`src/dds_defines.vh`:
```
`ifndef DDS_DEFINES_VH
`define DDS_DEFINES_VH
// Summary of operation
// - Mode field in control register 0x1F: 000 tone, 001 FSK, 010 ramp, 011 chirp, 100 BPSK; the core runs 001, 010 and 011 as single-tone.
// - Master reset selects single-tone; software may also write single-tone into mode field.
// - Single-tone accumulator increment is the 48-bit first frequency step word, reset zero.
// - Reset defaults give zero frequency and zero phase at the output.
// - After reset both DAC codes sit at midscale because default amplitude and control DAC value are zero.
// - Step word changes never reset the accumulator; phase continues smoothly.
// - Output fundamental spans zero up to half the core sample clock.
// - A 14-bit phase offset is added to accumulated phase before cosine lookup.
// - Amplitude has 12-bit control: fixed, rewritten, or shaped keying from one pin.
// - Two 14-bit phase offset registers; one pin selects between them for BPSK.
// - Settings update any time over byte-wide parallel port or serial port.
// - Core accepts new frequency settings at up to 100 million updates per second.
// - Core clock comes from reference directly or via a 4 to 20 multiplier.
// - Active-high master reset returns port and all registers to defaults.
// - Port select low picks serial programming, high picks parallel programming.

`define DDS_FSW_W       48
`define DDS_FSW_BYTES   6
`define DDS_PH_W        14
`define DDS_AMP_W       12
`define DDS_ADDR_W      6
`define DDS_IDX_W       12

`define DDS_A_PH1_HI    6'h00
`define DDS_A_PH1_LO    6'h01
`define DDS_A_PH2_HI    6'h02
`define DDS_A_PH2_LO    6'h03
`define DDS_A_FSW1      6'h04
`define DDS_A_CLK       6'h1e
`define DDS_A_MODE      6'h1f
`define DDS_A_AMPCTL    6'h20
`define DDS_A_AMP_HI    6'h21
`define DDS_A_AMP_LO    6'h22
`define DDS_A_KRATE     6'h23
`define DDS_A_CDAC_HI   6'h24
`define DDS_A_CDAC_LO   6'h25
`define DDS_A_ANOW_HI   6'h26
`define DDS_A_ANOW_LO   6'h27

`define DDS_MODE_MSB    2
`define DDS_MODE_LSB    0
`define DDS_MODE_SINGLE 3'h0
`define DDS_MODE_FSK    3'h1
`define DDS_MODE_RFSK   3'h2
`define DDS_MODE_CHIRP  3'h3
`define DDS_MODE_BPSK   3'h4

`define DDS_CLK_BYP_BIT 5
`define DDS_MULT_MSB    4
`define DDS_MULT_LSB    0
`define DDS_MULT_RST    5'h04
`define DDS_MULT_MIN    5'h04
`define DDS_MULT_MAX    5'h14
`define DDS_BYP_RST     1'b1
`define DDS_KEY_EN_BIT  0

`define DDS_MIDSCALE    12'h800
`define DDS_AMP_STEP    12'h001
`define DDS_COS_MAX     11'h7ff

`define DDS_SER_RD_BIT  7
`define DDS_SER_LAST    3'h7

`define DDS_PIN_W       23
`define DDS_PIN_IDLE    23'h700000
`endif

```
`src/dds_cos_shaper.v`:
```
`include "dds_defines.vh"

// Parabolic cosine: about 6 % peak error, traded for having no table
module dds_cos_shaper (
  // Phase in, full turn over the index range
  input  wire [`DDS_IDX_W-1:0] phase_idx,
  // Signed cosine sample
  output reg  [`DDS_AMP_W-1:0] cos_val
);

  reg [9:0]  u;
  reg [19:0] sq;
  reg [10:0] mag;

  always @* begin
    // Odd quadrants mirror the argument, quadrants 1 and 2 negate
    u = phase_idx[10] ? ~phase_idx[9:0] : phase_idx[9:0];
    sq = u * u;
    mag = `DDS_COS_MAX - sq[19:9];
    if (phase_idx[11] ^ phase_idx[10]) begin
      cos_val = -{1'b0, mag};
    end else begin
      cos_val = {1'b0, mag};
    end
  end

endmodule // dds_cos_shaper

```
`src/dds_nco_core.v`:
```
`include "dds_defines.vh"

module dds_nco_core (
  // Clock, reset, enable
  input  wire        clk_sys,
  input  wire        rst_b,
  input  wire        ce,
  // Device pins: master reset and port select
  input  wire        master_reset,
  input  wire        ps_sel,
  // Parallel programming port
  input  wire [5:0]  par_addr,
  input  wire [7:0]  par_data_in,
  output reg  [7:0]  par_data_out,
  output reg         par_data_oe,
  input  wire        par_wr_b,
  input  wire        par_rd_b,
  // Serial programming port
  input  wire        ser_cs_b,
  input  wire        ser_sclk,
  input  wire        ser_sdi,
  output reg         ser_sdo,
  output reg         ser_sdo_oe,
  // Modulation pins
  input  wire        key_pin,
  input  wire        psk_pin,
  // DAC codes
  output reg  [11:0] cos_dac_code,
  output reg  [11:0] ctl_dac_code,
  // Clock generator controls
  output reg         pll_bypass,
  output reg  [4:0]  pll_mult
);

  localparam [2:0] SP_INSTR = 3'b001;
  localparam [2:0] SP_DATA  = 3'b010;
  localparam [2:0] SP_DONE  = 3'b100;

  // Pin synchronisers; strobes idle high so no false edge after reset
  reg [`DDS_PIN_W-1:0] pin_s1_q;
  reg [`DDS_PIN_W-1:0] pin_s2_q;

  always @(posedge clk_sys or negedge rst_b) begin
    if (!rst_b) begin
      pin_s1_q <= `DDS_PIN_IDLE;
      pin_s2_q <= `DDS_PIN_IDLE;
    end else if (ce) begin
      pin_s1_q <= {ser_cs_b, par_rd_b, par_wr_b, ps_sel, master_reset, ser_sclk,
                   ser_sdi, key_pin, psk_pin, par_addr, par_data_in};
      pin_s2_q <= pin_s1_q;
    end
  end

  wire       cs_b_s  = pin_s2_q[22];
  wire       rd_b_s  = pin_s2_q[21];
  wire       wr_b_s  = pin_s2_q[20];
  wire       psel_s  = pin_s2_q[19];
  wire       mrst_s  = pin_s2_q[18];
  wire       sclk_s  = pin_s2_q[17];
  wire       sdi_s   = pin_s2_q[16];
  wire       key_s   = pin_s2_q[15];
  wire       psk_s   = pin_s2_q[14];
  wire [5:0] paddr_s = pin_s2_q[13:8];
  wire [7:0] pdata_s = pin_s2_q[7:0];

  reg wr_prev_q;
  reg sclk_prev_q;

  always @(posedge clk_sys or negedge rst_b) begin
    if (!rst_b) begin
      wr_prev_q   <= 1'b1;
      sclk_prev_q <= 1'b0;
    end else if (ce) begin
      wr_prev_q   <= wr_b_s;
      sclk_prev_q <= sclk_s;
    end
  end

  wire sclk_rise = sclk_s & ~sclk_prev_q;
  wire sclk_fall = ~sclk_s & sclk_prev_q;

  // Programming registers
  reg [`DDS_FSW_W-1:0] fsw1_q;
  reg [`DDS_PH_W-1:0]  ph1_q;
  reg [`DDS_PH_W-1:0]  ph2_q;
  reg [2:0]            mode_q;
  reg                  key_en_q;
  reg [`DDS_AMP_W-1:0] amp_q;
  reg [7:0]            krate_q;
  reg [`DDS_AMP_W-1:0] cdac_q;
  reg [`DDS_AMP_W-1:0] amp_now_q;

  // Serial port state
  reg [2:0] sp_state_q;
  reg [2:0] sp_cnt_q;
  reg [7:0] sp_shift_q;
  reg [7:0] sp_instr_q;
  reg [7:0] sp_out_q;

  wire [7:0] sp_byte = {sp_shift_q[6:0], sdi_s};
  wire       sp_last = sclk_rise & (sp_cnt_q == `DDS_SER_LAST);

  // One write path, steered by the port select pin
  wire       par_wr = psel_s & wr_b_s & ~wr_prev_q;
  wire       ser_wr = ~psel_s & ~cs_b_s & (sp_state_q == SP_DATA) & sp_last
                      & ~sp_instr_q[`DDS_SER_RD_BIT];
  wire       wr_en   = par_wr | ser_wr;
  wire [5:0] wr_addr = psel_s ? paddr_s : sp_instr_q[5:0];
  wire [7:0] wr_data = psel_s ? pdata_s : sp_byte;
  wire [5:0] rd_addr = psel_s ? paddr_s : sp_byte[5:0];

  // Register read mux; unmapped addresses read zero
  reg [7:0] rd_data;
  integer   k;

  always @* begin
    rd_data = 8'h00;
    case (rd_addr)
      `DDS_A_PH1_HI:  rd_data = {2'h0, ph1_q[13:8]};
      `DDS_A_PH1_LO:  rd_data = ph1_q[7:0];
      `DDS_A_PH2_HI:  rd_data = {2'h0, ph2_q[13:8]};
      `DDS_A_PH2_LO:  rd_data = ph2_q[7:0];
      `DDS_A_CLK:     rd_data = {2'h0, pll_bypass, pll_mult};
      `DDS_A_MODE:    rd_data = {5'h00, mode_q};
      `DDS_A_AMPCTL:  rd_data = {7'h00, key_en_q};
      `DDS_A_AMP_HI:  rd_data = {4'h0, amp_q[11:8]};
      `DDS_A_AMP_LO:  rd_data = amp_q[7:0];
      `DDS_A_KRATE:   rd_data = krate_q;
      `DDS_A_CDAC_HI: rd_data = {4'h0, cdac_q[11:8]};
      `DDS_A_CDAC_LO: rd_data = cdac_q[7:0];
      `DDS_A_ANOW_HI: rd_data = {4'h0, amp_now_q[11:8]};
      `DDS_A_ANOW_LO: rd_data = amp_now_q[7:0];
      default:        rd_data = 8'h00;
    endcase
    for (k = 0; k < `DDS_FSW_BYTES; k = k + 1) begin
      if (rd_addr == `DDS_A_FSW1 + k[5:0]) begin
        rd_data = fsw1_q[`DDS_FSW_W-1-8*k -: 8];
      end
    end
  end

  // Register writes; master reset returns every field to its default
  integer i;

  always @(posedge clk_sys or negedge rst_b) begin
    if (!rst_b) begin
      fsw1_q     <= {`DDS_FSW_W{1'b0}};
      ph1_q      <= {`DDS_PH_W{1'b0}};
      ph2_q      <= {`DDS_PH_W{1'b0}};
      mode_q     <= `DDS_MODE_SINGLE;
      key_en_q   <= 1'b0;
      amp_q      <= {`DDS_AMP_W{1'b0}};
      krate_q    <= 8'h00;
      cdac_q     <= {`DDS_AMP_W{1'b0}};
      pll_bypass <= `DDS_BYP_RST;
      pll_mult   <= `DDS_MULT_RST;
    end else if (ce) begin
      if (mrst_s) begin
        fsw1_q     <= {`DDS_FSW_W{1'b0}};
        ph1_q      <= {`DDS_PH_W{1'b0}};
        ph2_q      <= {`DDS_PH_W{1'b0}};
        mode_q     <= `DDS_MODE_SINGLE;
        key_en_q   <= 1'b0;
        amp_q      <= {`DDS_AMP_W{1'b0}};
        krate_q    <= 8'h00;
        cdac_q     <= {`DDS_AMP_W{1'b0}};
        pll_bypass <= `DDS_BYP_RST;
        pll_mult   <= `DDS_MULT_RST;
      end else if (wr_en) begin
        case (wr_addr)
          `DDS_A_PH1_HI:  ph1_q[13:8] <= wr_data[5:0];
          `DDS_A_PH1_LO:  ph1_q[7:0] <= wr_data;
          `DDS_A_PH2_HI:  ph2_q[13:8] <= wr_data[5:0];
          `DDS_A_PH2_LO:  ph2_q[7:0] <= wr_data;
          `DDS_A_MODE:    mode_q <= wr_data[`DDS_MODE_MSB:`DDS_MODE_LSB];
          `DDS_A_AMPCTL:  key_en_q <= wr_data[`DDS_KEY_EN_BIT];
          `DDS_A_AMP_HI:  amp_q[11:8] <= wr_data[3:0];
          `DDS_A_AMP_LO:  amp_q[7:0] <= wr_data;
          `DDS_A_KRATE:   krate_q <= wr_data;
          `DDS_A_CDAC_HI: cdac_q[11:8] <= wr_data[3:0];
          `DDS_A_CDAC_LO: cdac_q[7:0] <= wr_data;
          `DDS_A_CLK: begin
            pll_bypass <= wr_data[`DDS_CLK_BYP_BIT];
            // Out-of-range multipliers are clamped into the legal span
            if (wr_data[`DDS_MULT_MSB:`DDS_MULT_LSB] < `DDS_MULT_MIN) begin
              pll_mult <= `DDS_MULT_MIN;
            end else if (wr_data[`DDS_MULT_MSB:`DDS_MULT_LSB] > `DDS_MULT_MAX) begin
              pll_mult <= `DDS_MULT_MAX;
            end else begin
              pll_mult <= wr_data[`DDS_MULT_MSB:`DDS_MULT_LSB];
            end
          end
          default: begin
          end
        endcase
        // Each byte lands at once, so one cycle per byte update
        for (i = 0; i < `DDS_FSW_BYTES; i = i + 1) begin
          if (wr_addr == `DDS_A_FSW1 + i[5:0]) begin
            fsw1_q[`DDS_FSW_W-1-8*i -: 8] <= wr_data;
          end
        end
      end
    end
  end

  // Parallel read data, registered; bus driven only while read strobe low
  always @(posedge clk_sys or negedge rst_b) begin
    if (!rst_b) begin
      par_data_out <= 8'h00;
      par_data_oe  <= 1'b0;
    end else if (ce) begin
      par_data_out <= rd_data;
      par_data_oe  <= psel_s & ~rd_b_s & ~mrst_s;
    end
  end

  // Serial port: instruction byte, then one data byte, MSB first
  always @(posedge clk_sys or negedge rst_b) begin
    if (!rst_b) begin
      sp_state_q <= SP_INSTR;
      sp_cnt_q   <= 3'h0;
      sp_shift_q <= 8'h00;
      sp_instr_q <= 8'h00;
      sp_out_q   <= 8'h00;
      ser_sdo    <= 1'b0;
      ser_sdo_oe <= 1'b0;
    end else if (ce) begin
      if (mrst_s | cs_b_s | psel_s) begin
        sp_state_q <= SP_INSTR;
        sp_cnt_q   <= 3'h0;
        ser_sdo_oe <= 1'b0;
      end else begin
        if (sclk_rise) begin
          sp_shift_q <= sp_byte;
          sp_cnt_q   <= sp_cnt_q + 3'h1;
        end
        case (sp_state_q)
          SP_INSTR: begin
            if (sp_last) begin
              sp_instr_q <= sp_byte;
              sp_state_q <= SP_DATA;
              if (sp_byte[`DDS_SER_RD_BIT]) begin
                sp_out_q   <= rd_data;
                ser_sdo_oe <= 1'b1;
              end
            end
          end
          SP_DATA: begin
            // Read bits change on falling edges for the host to sample on rising
            if (sclk_fall & ser_sdo_oe) begin
              ser_sdo  <= sp_out_q[7];
              sp_out_q <= {sp_out_q[6:0], 1'b0};
            end
            if (sp_last) begin
              sp_state_q <= SP_DONE;
            end
          end
          SP_DONE: begin
            if (sclk_fall & ser_sdo_oe) begin
              ser_sdo <= 1'b0;
            end
          end
          default: sp_state_q <= SP_INSTR;
        endcase
      end
    end
  end

  // Shaped keying: amplitude walks one step per rate period toward its target
  reg [7:0] key_cnt_q;
  wire [`DDS_AMP_W-1:0] key_target = key_s ? amp_q : {`DDS_AMP_W{1'b0}};

  always @(posedge clk_sys or negedge rst_b) begin
    if (!rst_b) begin
      key_cnt_q <= 8'h00;
      amp_now_q <= {`DDS_AMP_W{1'b0}};
    end else if (ce) begin
      if (mrst_s) begin
        key_cnt_q <= 8'h00;
        amp_now_q <= {`DDS_AMP_W{1'b0}};
      end else if (!key_en_q) begin
        key_cnt_q <= 8'h00;
        amp_now_q <= amp_q;
      end else if (key_cnt_q != 8'h00) begin
        key_cnt_q <= key_cnt_q - 8'h01;
      end else begin
        key_cnt_q <= krate_q;
        if (amp_now_q < key_target) begin
          amp_now_q <= amp_now_q + `DDS_AMP_STEP;
        end else if (amp_now_q > key_target) begin
          amp_now_q <= amp_now_q - `DDS_AMP_STEP;
        end
      end
    end
  end

  // Phase accumulator; never cleared by tuning, wraps at 2^48
  reg [`DDS_FSW_W-1:0] acc_q;

  always @(posedge clk_sys or negedge rst_b) begin
    if (!rst_b) begin
      acc_q <= {`DDS_FSW_W{1'b0}};
    end else if (ce) begin
      if (mrst_s) begin
        acc_q <= {`DDS_FSW_W{1'b0}};
      end else begin
        // Top bit of the step word reaches half the clock rate
        acc_q <= acc_q + fsw1_q;
      end
    end
  end

  // Only BPSK honours the select pin; reserved codes stay single-tone
  wire use_ph2 = (mode_q == `DDS_MODE_BPSK) & psk_s;
  wire [`DDS_PH_W-1:0] phase = acc_q[`DDS_FSW_W-1 -: `DDS_PH_W] + (use_ph2 ? ph2_q : ph1_q);

  wire [`DDS_AMP_W-1:0] cos_val;

  dds_cos_shaper u_cos (
    .phase_idx (phase[`DDS_PH_W-1 -: `DDS_IDX_W]),
    .cos_val   (cos_val)
  );

  wire signed [24:0] prod = $signed(cos_val) * $signed({1'b0, amp_now_q});

  // Offset binary DAC codes: zero scale lands on midscale
  always @(posedge clk_sys or negedge rst_b) begin
    if (!rst_b) begin
      cos_dac_code <= `DDS_MIDSCALE;
      ctl_dac_code <= `DDS_MIDSCALE;
    end else if (ce) begin
      cos_dac_code <= prod[23:12] + `DDS_MIDSCALE;
      ctl_dac_code <= cdac_q + `DDS_MIDSCALE;
    end
  end

endmodule // dds_nco_core

```
`config.mk`:
```
export PLATFORM = sky130hd
export DESIGN_NAME = dds_nco_core
export DESIGN_NICKNAME = d
export VERILOG_FILES = /design/src/dds_cos_shaper.v /design/src/dds_nco_core.v
export VERILOG_INCLUDE_DIRS = /design/src
export SDC_FILE = /design/constraint.sdc
export NUM_CORES = 1
export LEC_CHECK = 0
export BUFFER_PORTS_ARGS = -buffer_cell sky130_fd_sc_hd__buf_4
export CAP_MARGIN = 5
export CORE_MARGIN = 2
export CORE_UTILIZATION = 45
export DETAILED_ROUTE_END_ITERATION = 16
export GPL_ROUTABILITY_DRIVEN = 0
export PLACE_DENSITY_LB_ADDON = 0.3
export SETUP_SLACK_MARGIN = 0.2
export SYNTH_ARGS = -nofsm -noshare
export SYNTH_HDL_FRONTEND = slang
export SYNTH_SLANG_ARGS = --single-unit
```
`constraint.sdc`:
```
create_clock -name clk_sys -period 15.6 [get_ports clk_sys]
set_input_delay 1.56 -clock clk_sys [delete_from_list [all_inputs] [get_ports clk_sys]]
set_output_delay 1.56 -clock clk_sys [all_outputs]
set_load 0.01 [all_outputs]
```
Word level (Yosys, flattened, before mapping) --
Cells that the tools add are included.
Operators by class: order comparisons 4, add/sub/neg operators 10, reductions and logical operators 54, $mul 2, equality and inequality tests 50, bitwise operators 27, muxes and demuxes 81
Operators by type and width (count):
- two-way mux 8 bit | 26
- two-way mux 48 bit | 3
- two-way mux 12 bit | 11
- case mux 8 bit (14 select lines) | 1
- equality test 6 bit (second input constant) | 14
- two-way mux 14 bit | 5
- AND reduction 3 bit | 20
- nonzero test 2 bit | 25
- adder 48 bit | 1
- equality test 6 x 3 -> 1 bit (second input constant) | 8
- two-way mux 5 bit | 5
- adder 12 bit (second input constant) | 2
- equality test 6 x 2 -> 1 bit (second input constant) | 4
- equality test 6 x 4 -> 1 bit (second input constant) | 4
- equality test 6 x 5 -> 1 bit (second input constant) | 4
- multiplier 12 x 13 -> 24 bit | 1
- two-way mux 3 bit | 8
- two-way mux 6 bit | 4
- multiplier 10 x 10 -> 20 bit | 1
- case mux 8 bit (2 select lines) | 1
- adder 14 bit | 1
- bitwise AND 1 bit | 13
- adder 12 x 1 -> 12 bit (second input constant) | 1
- equality test 6 x 1 -> 1 bit (second input constant) | 2
- 32 further kinds | 63
Word-level totals: output and inout bits 41, register bits after elaboration 298, bits of input ports 26, logic and storage cells 265

Depth between registers and ports, before layout --
depth in word-level cells 12, gate-level depth with buffers 62, gate-level depth less buffers 57

Modules after synthesis --
A second synthesis with hierarchy kept.
Unflattened totals: cell total of the unflattened synthesis 2556, area total of the unflattened synthesis 24711.2 um^2
Modules (own cells, without submodules):
- dds_nco_core | instances 1, cells an instance 2132, seq. area each 7447.1 um^2, area each 21375.5 um^2
- dds_cos_shaper | instances 1, cells an instance 424, seq. area each 0.0 um^2, area each 3335.7 um^2

Worst setup path before layout --
OpenSTA, ideal clock, no wires.
kind reg-to-reg, from reg mode_q[0], to reg cos_dac_code[11], data required time 15.515 ns, arrival time 14.169 ns, setup time 0.085 ns, clock period less this slack 14.254 ns, setup slack 1.346 ns, cell stages (with the launch flop) 55, buffers on the path 6, cells stage by stage dfrtp_1 and4bb_1 buf_4 clkbuf_1 mux2_2 ha_1 nand3_1 mux2i_2 o41a_1 a211oi_4 o21a_1 buf_4 xnor2_1 buf_2 xor2_1 nand2b_1 fa_1 fa_1 [19 not listed] fa_1 inv_1 fa_1 fa_1 inv_1 fa_1 inv_1 ha_1 a2111oi_0 o21ai_0 a221o_1 a211oi_1 o311ai_0 a21oi_1 xnor2_1 nor3b_1 a222oi_1 nand2_1
Between the ends: longest elaborated chain between the ends 12, elaborated cells on any way between the ends 13, those cells by class add/sub (4); mul (2); eq/ne (1); mux (3); bitwise (3)
Ends and longest elaborated chain:
- start, declared | line dds_nco_core.v:86 | reg [2:0] mode_q;
- start signal, assigned | line dds_nco_core.v:150 | mode_q <= `DDS_MODE_SINGLE;
- start signal, assigned | line dds_nco_core.v:162 | mode_q <= `DDS_MODE_SINGLE;
- start signal, assigned | line dds_nco_core.v:175 | `DDS_A_MODE: mode_q <= wr_data[`DDS_MODE_MSB:`DDS_MODE_LSB];
- equality test 3 bit (no source line) (*)
- bitwise AND 1 bit (*) | line dds_nco_core.v:314 | wire use_ph2 = (mode_q == `DDS_MODE_BPSK) & psk_s;
- two-way mux 14 bit (*) | line dds_nco_core.v:315 | wire [`DDS_PH_W-1:0] phase = acc_q[`DDS_FSW_W-1 -: `DDS_PH_W] + (use_ph2 ? ph2_q : ph1_q);
- adder 14 bit (*) | line dds_nco_core.v:315
- NOT 10 bit | line dds_cos_shaper.v:17 | u = phase_idx[10] ? ~phase_idx[9:0] : phase_idx[9:0];
- two-way mux 10 bit | line dds_cos_shaper.v:17
- multiplier 10 x 10 -> 20 bit | line dds_cos_shaper.v:18 | sq = u * u;
- subtractor 11 bit (no source line)
- negator 11 -> 12 bit | line dds_cos_shaper.v:21 | cos_val = -{1'b0, mag};
- two-way mux 12 bit (*) | line dds_cos_shaper.v:20 | if (phase_idx[11] ^ phase_idx[10]) begin
- multiplier 12 x 13 -> 24 bit (*) | line dds_nco_core.v:324 | wire signed [24:0] prod = $signed(cos_val) * $signed({1'b0, amp_now_q});
- adder 12 bit (no source line) (*)
- end signal, assigned | line dds_nco_core.v:329 | cos_dac_code <= `DDS_MIDSCALE;
- end signal, assigned | line dds_nco_core.v:332 | cos_dac_code <= prod[23:12] + `DDS_MIDSCALE;
- end, declared | line dds_nco_core.v:28 | output reg [11:0] cos_dac_code,
Every way passes the cells marked *; elsewhere a longest branch is shown, timed or not. A chain may end at the register's enable or synchronous reset.

Worst setup path after layout --
Ends and elaborated chain as after synthesis.

==> impl_metrics.tcl <==
set metrics [dict create \
    synth-warning-count 0 \
    critical_path.most_common_cell "sky130_fd_sc_hd__fa_1" \
    holdCritPathClass "reg -> reg" \
    root_buffer "sky130_fd_sc_hd__clkbuf_16" \
    timing.critical_path.fanout_max 13 \
    first_global_vias 19800 \
    grt_remaining_overflow 0 \
    critical_path.startpoint_type "flop" \
    grt_antenna_before_repair 0 \
    wl_per_cell_um 19.7 \
    insertion_delay_ns 0.59 \
    number_of_top_level_pins 67 \
    fp.dieW_um 238 \
    max_clock_freq_mhz 69.0 \
    placement.cell_area_mm2 0.0258 \
    grt_pass1_wl_mm 105 \
    number_of_enable_flip_flop_cells_after_synthesis 0 \
    sum_neg_setup_slack_ns 0 \
    count_of_hold_fix_buffers_inserted_at_cts 0 \
    initial_core_util 0.456 \
    synth-seq-area-share 0.303 \
    ys_async_sr_fraction 1.00 \
    drt-pass1-iter-count 5 \
    place.port_buffers 66 \
    grt_usage 0.230 \
    slew_headroom 0.143 \
    drc_markers 0 \
    end_kind "flop" \
    synthTopCellsByArea "sky130_fd_sc_hd__dfrtp_1 (29%), sky130_fd_sc_hd__fa_1 (12%), sky130_fd_sc_hd__ha_1 (10%), sky130_fd_sc_hd__mux2_2 (9.2%), sky130_fd_sc_hd__nand2_1 (3.8%)" \
    hold_violations 0 \
    wirelength_mm 64.6 \
    cp.arrival_ns 15.01 \
    multiInputGateArea_mm2 0.0160 \
    synthFlopType "sky130_fd_sc_hd__dfrtp_1" \
    outcome "completed" \
    postSynthCellCount 2532 \
    grt_max_degree 188 \
    die-height_um 238 \
    netlist.top_cell.by_area "sky130_fd_sc_hd__dfrtp_1" \
    final-max-slew-violation-count 0 \
    slowest_delay_ns 0.58 \
    route.antenna.remaining_nets 0 \
    clock_sinks 297 \
    syn-num-nets 2908 \
    setup_viol 0 \
    critPathSlowestCell "sky130_fd_sc_hd__fa_1" \
    clk_pin_slew_worst_paths_ns 0.07 \
    num-fill-cells 4819 \
    synthMostInstantiatedCell "sky130_fd_sc_hd__dfrtp_1" \
    stdcell_area_mm2 0.0272 \
    area_growth_pct 10.6 \
    synth.avg_cell_area_um2 9.72 \
    timing.setup.critical_path_class "reg -> reg" \
    cts_tree "built" \
    cts_inserted_buffers 31 \
    tightestPinTransition_ns 1.28 \
    drt-vias-per-instance 5.88 \
    layout-drive-gt1-share 0.163 \
    synth.lib_cells_used.distinct 84 \
    share_of_the_core_filled_with_cells 0.505 \
    placed_wire_length_estimate_after_detailed_placement_mm 48.3 \
    fin_crit_ns 14.49 \
    route.vias.total 19300 \
    design.final.nets 2940 \
    h_tree_levels 1 \
    coreArea_mm2 0.0539 \
    rsz_0062_raised_after_global_routing "no" \
    floorplan.rows 85 \
    synth.top_cells.by_count "sky130_fd_sc_hd__dfrtp_1 (285), sky130_fd_sc_hd__nand2_1 (252), sky130_fd_sc_hd__inv_1 (244)" \
    finalClockSkew_ns 0.0134 \
    hold-worst-slack_ns 0.489 \
    max_cap_violations 0 \
    die-area_mm2 0.0566 \
    summed_instance_area_of_the_synthesized_netlist_mm2 0.0246 \
    diodes 0 \
    post-route-period-util 0.929 \
    yosys_register_bits 297 \
    clock_tree.buffer_depth 3 \
    layout.area.seq_mm2 0.00745 \
    cp.required_ns 16.12 \
    dr.first_iter.drc_count 1534 \
    post-synth-top-area-fraction 0.290 \
]
==> worst max-delay path: cells and delay by family, from the launching register on <==
family,cells,cell delay (ns)
AO/OA/AOI/OAI,17,4.13
XOR/XNOR,4,0.73
adder cells (fa/ha/maj),13,5.90
buffers and inverters,8,1.07
flip-flops,1,0.40
multiplexers,1,0.37
AND/OR/NAND/NOR,9,1.80
==> metrics by stage <==
step                worst slack, ns  instances
floorplan                      1.35       2532
global placement              0.355       3215
detailed placement          -0.0337       3215
CTS                           0.244       3272
global route                  0.186       3284
finish                         1.11       3284
==> cell families (layout without fill, tap and decap cells) <==
logic type	Yosys count	count (layout)	synth area share
muxes	233	233	0.105
buffers and inverters	352	408	0.0544
xor gates and xnor gates	112	112	0.0399
adders and majority gates	350	350	0.223
and+or+nand+nor	644	644	0.124
DFF	297	297	0.303
AOI/OAI and AO/OA	544	544	0.151
==> sequential cells by signal, summed over array words and instances, names as in the netlist, 3 cells and up <==
register / flops
pin_s1_q: 23
sp_state_q: 3
amp_q: 12
ph2_q: 14
pll_mult: 5
sp_shift_q: 7
ph1_q: 14
pin_s2_q: 23
par_data_out: 8
mode_q: 3
sp_cnt_q: 3
fsw1_q: 48
sp_out_q: 8
acc_q: 48
ctl_dac_code: 12
cdac_q: 12
cos_dac_code: 12
krate_q: 8
sp_instr_q: 7
key_cnt_q: 8
amp_now_q: 12
==> per-layer routing <==
metal / vias to the layer above / share of wire / track usage
li1: 8900 / - / -
met1: 9612 / 0.43 / 0.300
met2: 642 / 0.49 / 0.402
met3: 151 / 0.048 / 0.0207
met4: 0 / 0.034 / 0.0745
met5: - / 0 / 0
==> path summary, 6_finish.rpt <==
path	start	endpoint	slack, ns	cells after the start
max in group asynchronous	rst_b	acc_q[38]	13.04	2
max reg2reg	mode_q[0]	cos_dac_code[11]	1.11	52
max	mode_q[0]	cos_dac_code[11]	1.11	52
min	sp_out_q[7]	sp_out_q[7]	0.49	2
min in group asynchronous	rst_b	pin_s1_q[6]	1.00	1
min reg2reg	sp_out_q[7]	sp_out_q[7]	0.49	2
==> final cells by class <==
class | instances | share of cell area
inverter | 245 | 0.0338
clock inverter | 18 | 0.0102
clock buffer | 39 | 0.0322
timing repair buffer | 106 | 0.0301
sequential | 297 | 0.274
tap | 696 | 0.0320
multi-input combinational | 1883 | 0.588
==> repair_timing <==
| item | in CTS | in global routing |
|---|---|---|
| buffers inserted | 0 | 12 |
| endpoints found under the hold margin | 0 | 0 |
| pin swaps | 0 | 6 |
| endpoints found under the setup margin | 1 | 9 |
| resized for setup | 1 | 29 |
==> cell usage in the layout, fill, tap and decap left out, types with 8 or more instances in the layout <==
| master | synthesis | layout |
|---|---|---|
| sky130_fd_sc_hd__a211oi_1 | 13 | 12 |
| sky130_fd_sc_hd__a21o_1 | 79 | 79 |
| sky130_fd_sc_hd__a21oi_1 | 106 | 105 |
| sky130_fd_sc_hd__a221oi_1 | 10 | 10 |
| sky130_fd_sc_hd__a22o_1 | 52 | 52 |
| sky130_fd_sc_hd__a22oi_1 | 21 | 21 |
| sky130_fd_sc_hd__a31oi_1 | 19 | 19 |
| sky130_fd_sc_hd__and2_1 | 55 | 55 |
| sky130_fd_sc_hd__and3_1 | 29 | 29 |
| sky130_fd_sc_hd__buf_4 | 3 | 103 |
| sky130_fd_sc_hd__clkbuf_16 | 0 | 31 |
| sky130_fd_sc_hd__dfrtp_1 | 285 | 284 |
| sky130_fd_sc_hd__dfstp_2 | 12 | 12 |
| sky130_fd_sc_hd__fa_1 | 147 | 147 |
| sky130_fd_sc_hd__ha_1 | 203 | 202 |
| sky130_fd_sc_hd__inv_1 | 244 | 243 |
| sky130_fd_sc_hd__mux2_2 | 202 | 202 |
| sky130_fd_sc_hd__mux2i_1 | 30 | 30 |
| sky130_fd_sc_hd__nand2_1 | 252 | 252 |
| sky130_fd_sc_hd__nand2b_1 | 22 | 22 |
| sky130_fd_sc_hd__nand3_1 | 34 | 34 |
| sky130_fd_sc_hd__nand3b_1 | 8 | 8 |
| sky130_fd_sc_hd__nand4_1 | 17 | 17 |
| sky130_fd_sc_hd__nor2_1 | 136 | 134 |
| sky130_fd_sc_hd__nor2b_1 | 11 | 10 |
| sky130_fd_sc_hd__nor3_1 | 33 | 33 |
| sky130_fd_sc_hd__o21a_1 | 12 | 11 |
| sky130_fd_sc_hd__o21ai_0 | 109 | 108 |
| sky130_fd_sc_hd__o21ai_1 | 7 | 8 |
| sky130_fd_sc_hd__o21bai_1 | 16 | 16 |
| sky130_fd_sc_hd__o22ai_1 | 9 | 9 |
| sky130_fd_sc_hd__o31ai_1 | 14 | 14 |
| sky130_fd_sc_hd__or2_2 | 8 | 8 |
| sky130_fd_sc_hd__xnor2_1 | 80 | 72 |
| sky130_fd_sc_hd__xor2_1 | 32 | 28 |
Power is not shown: default switching activity piles up to over one toggle a cycle in this logic, so the estimate is an artifact.
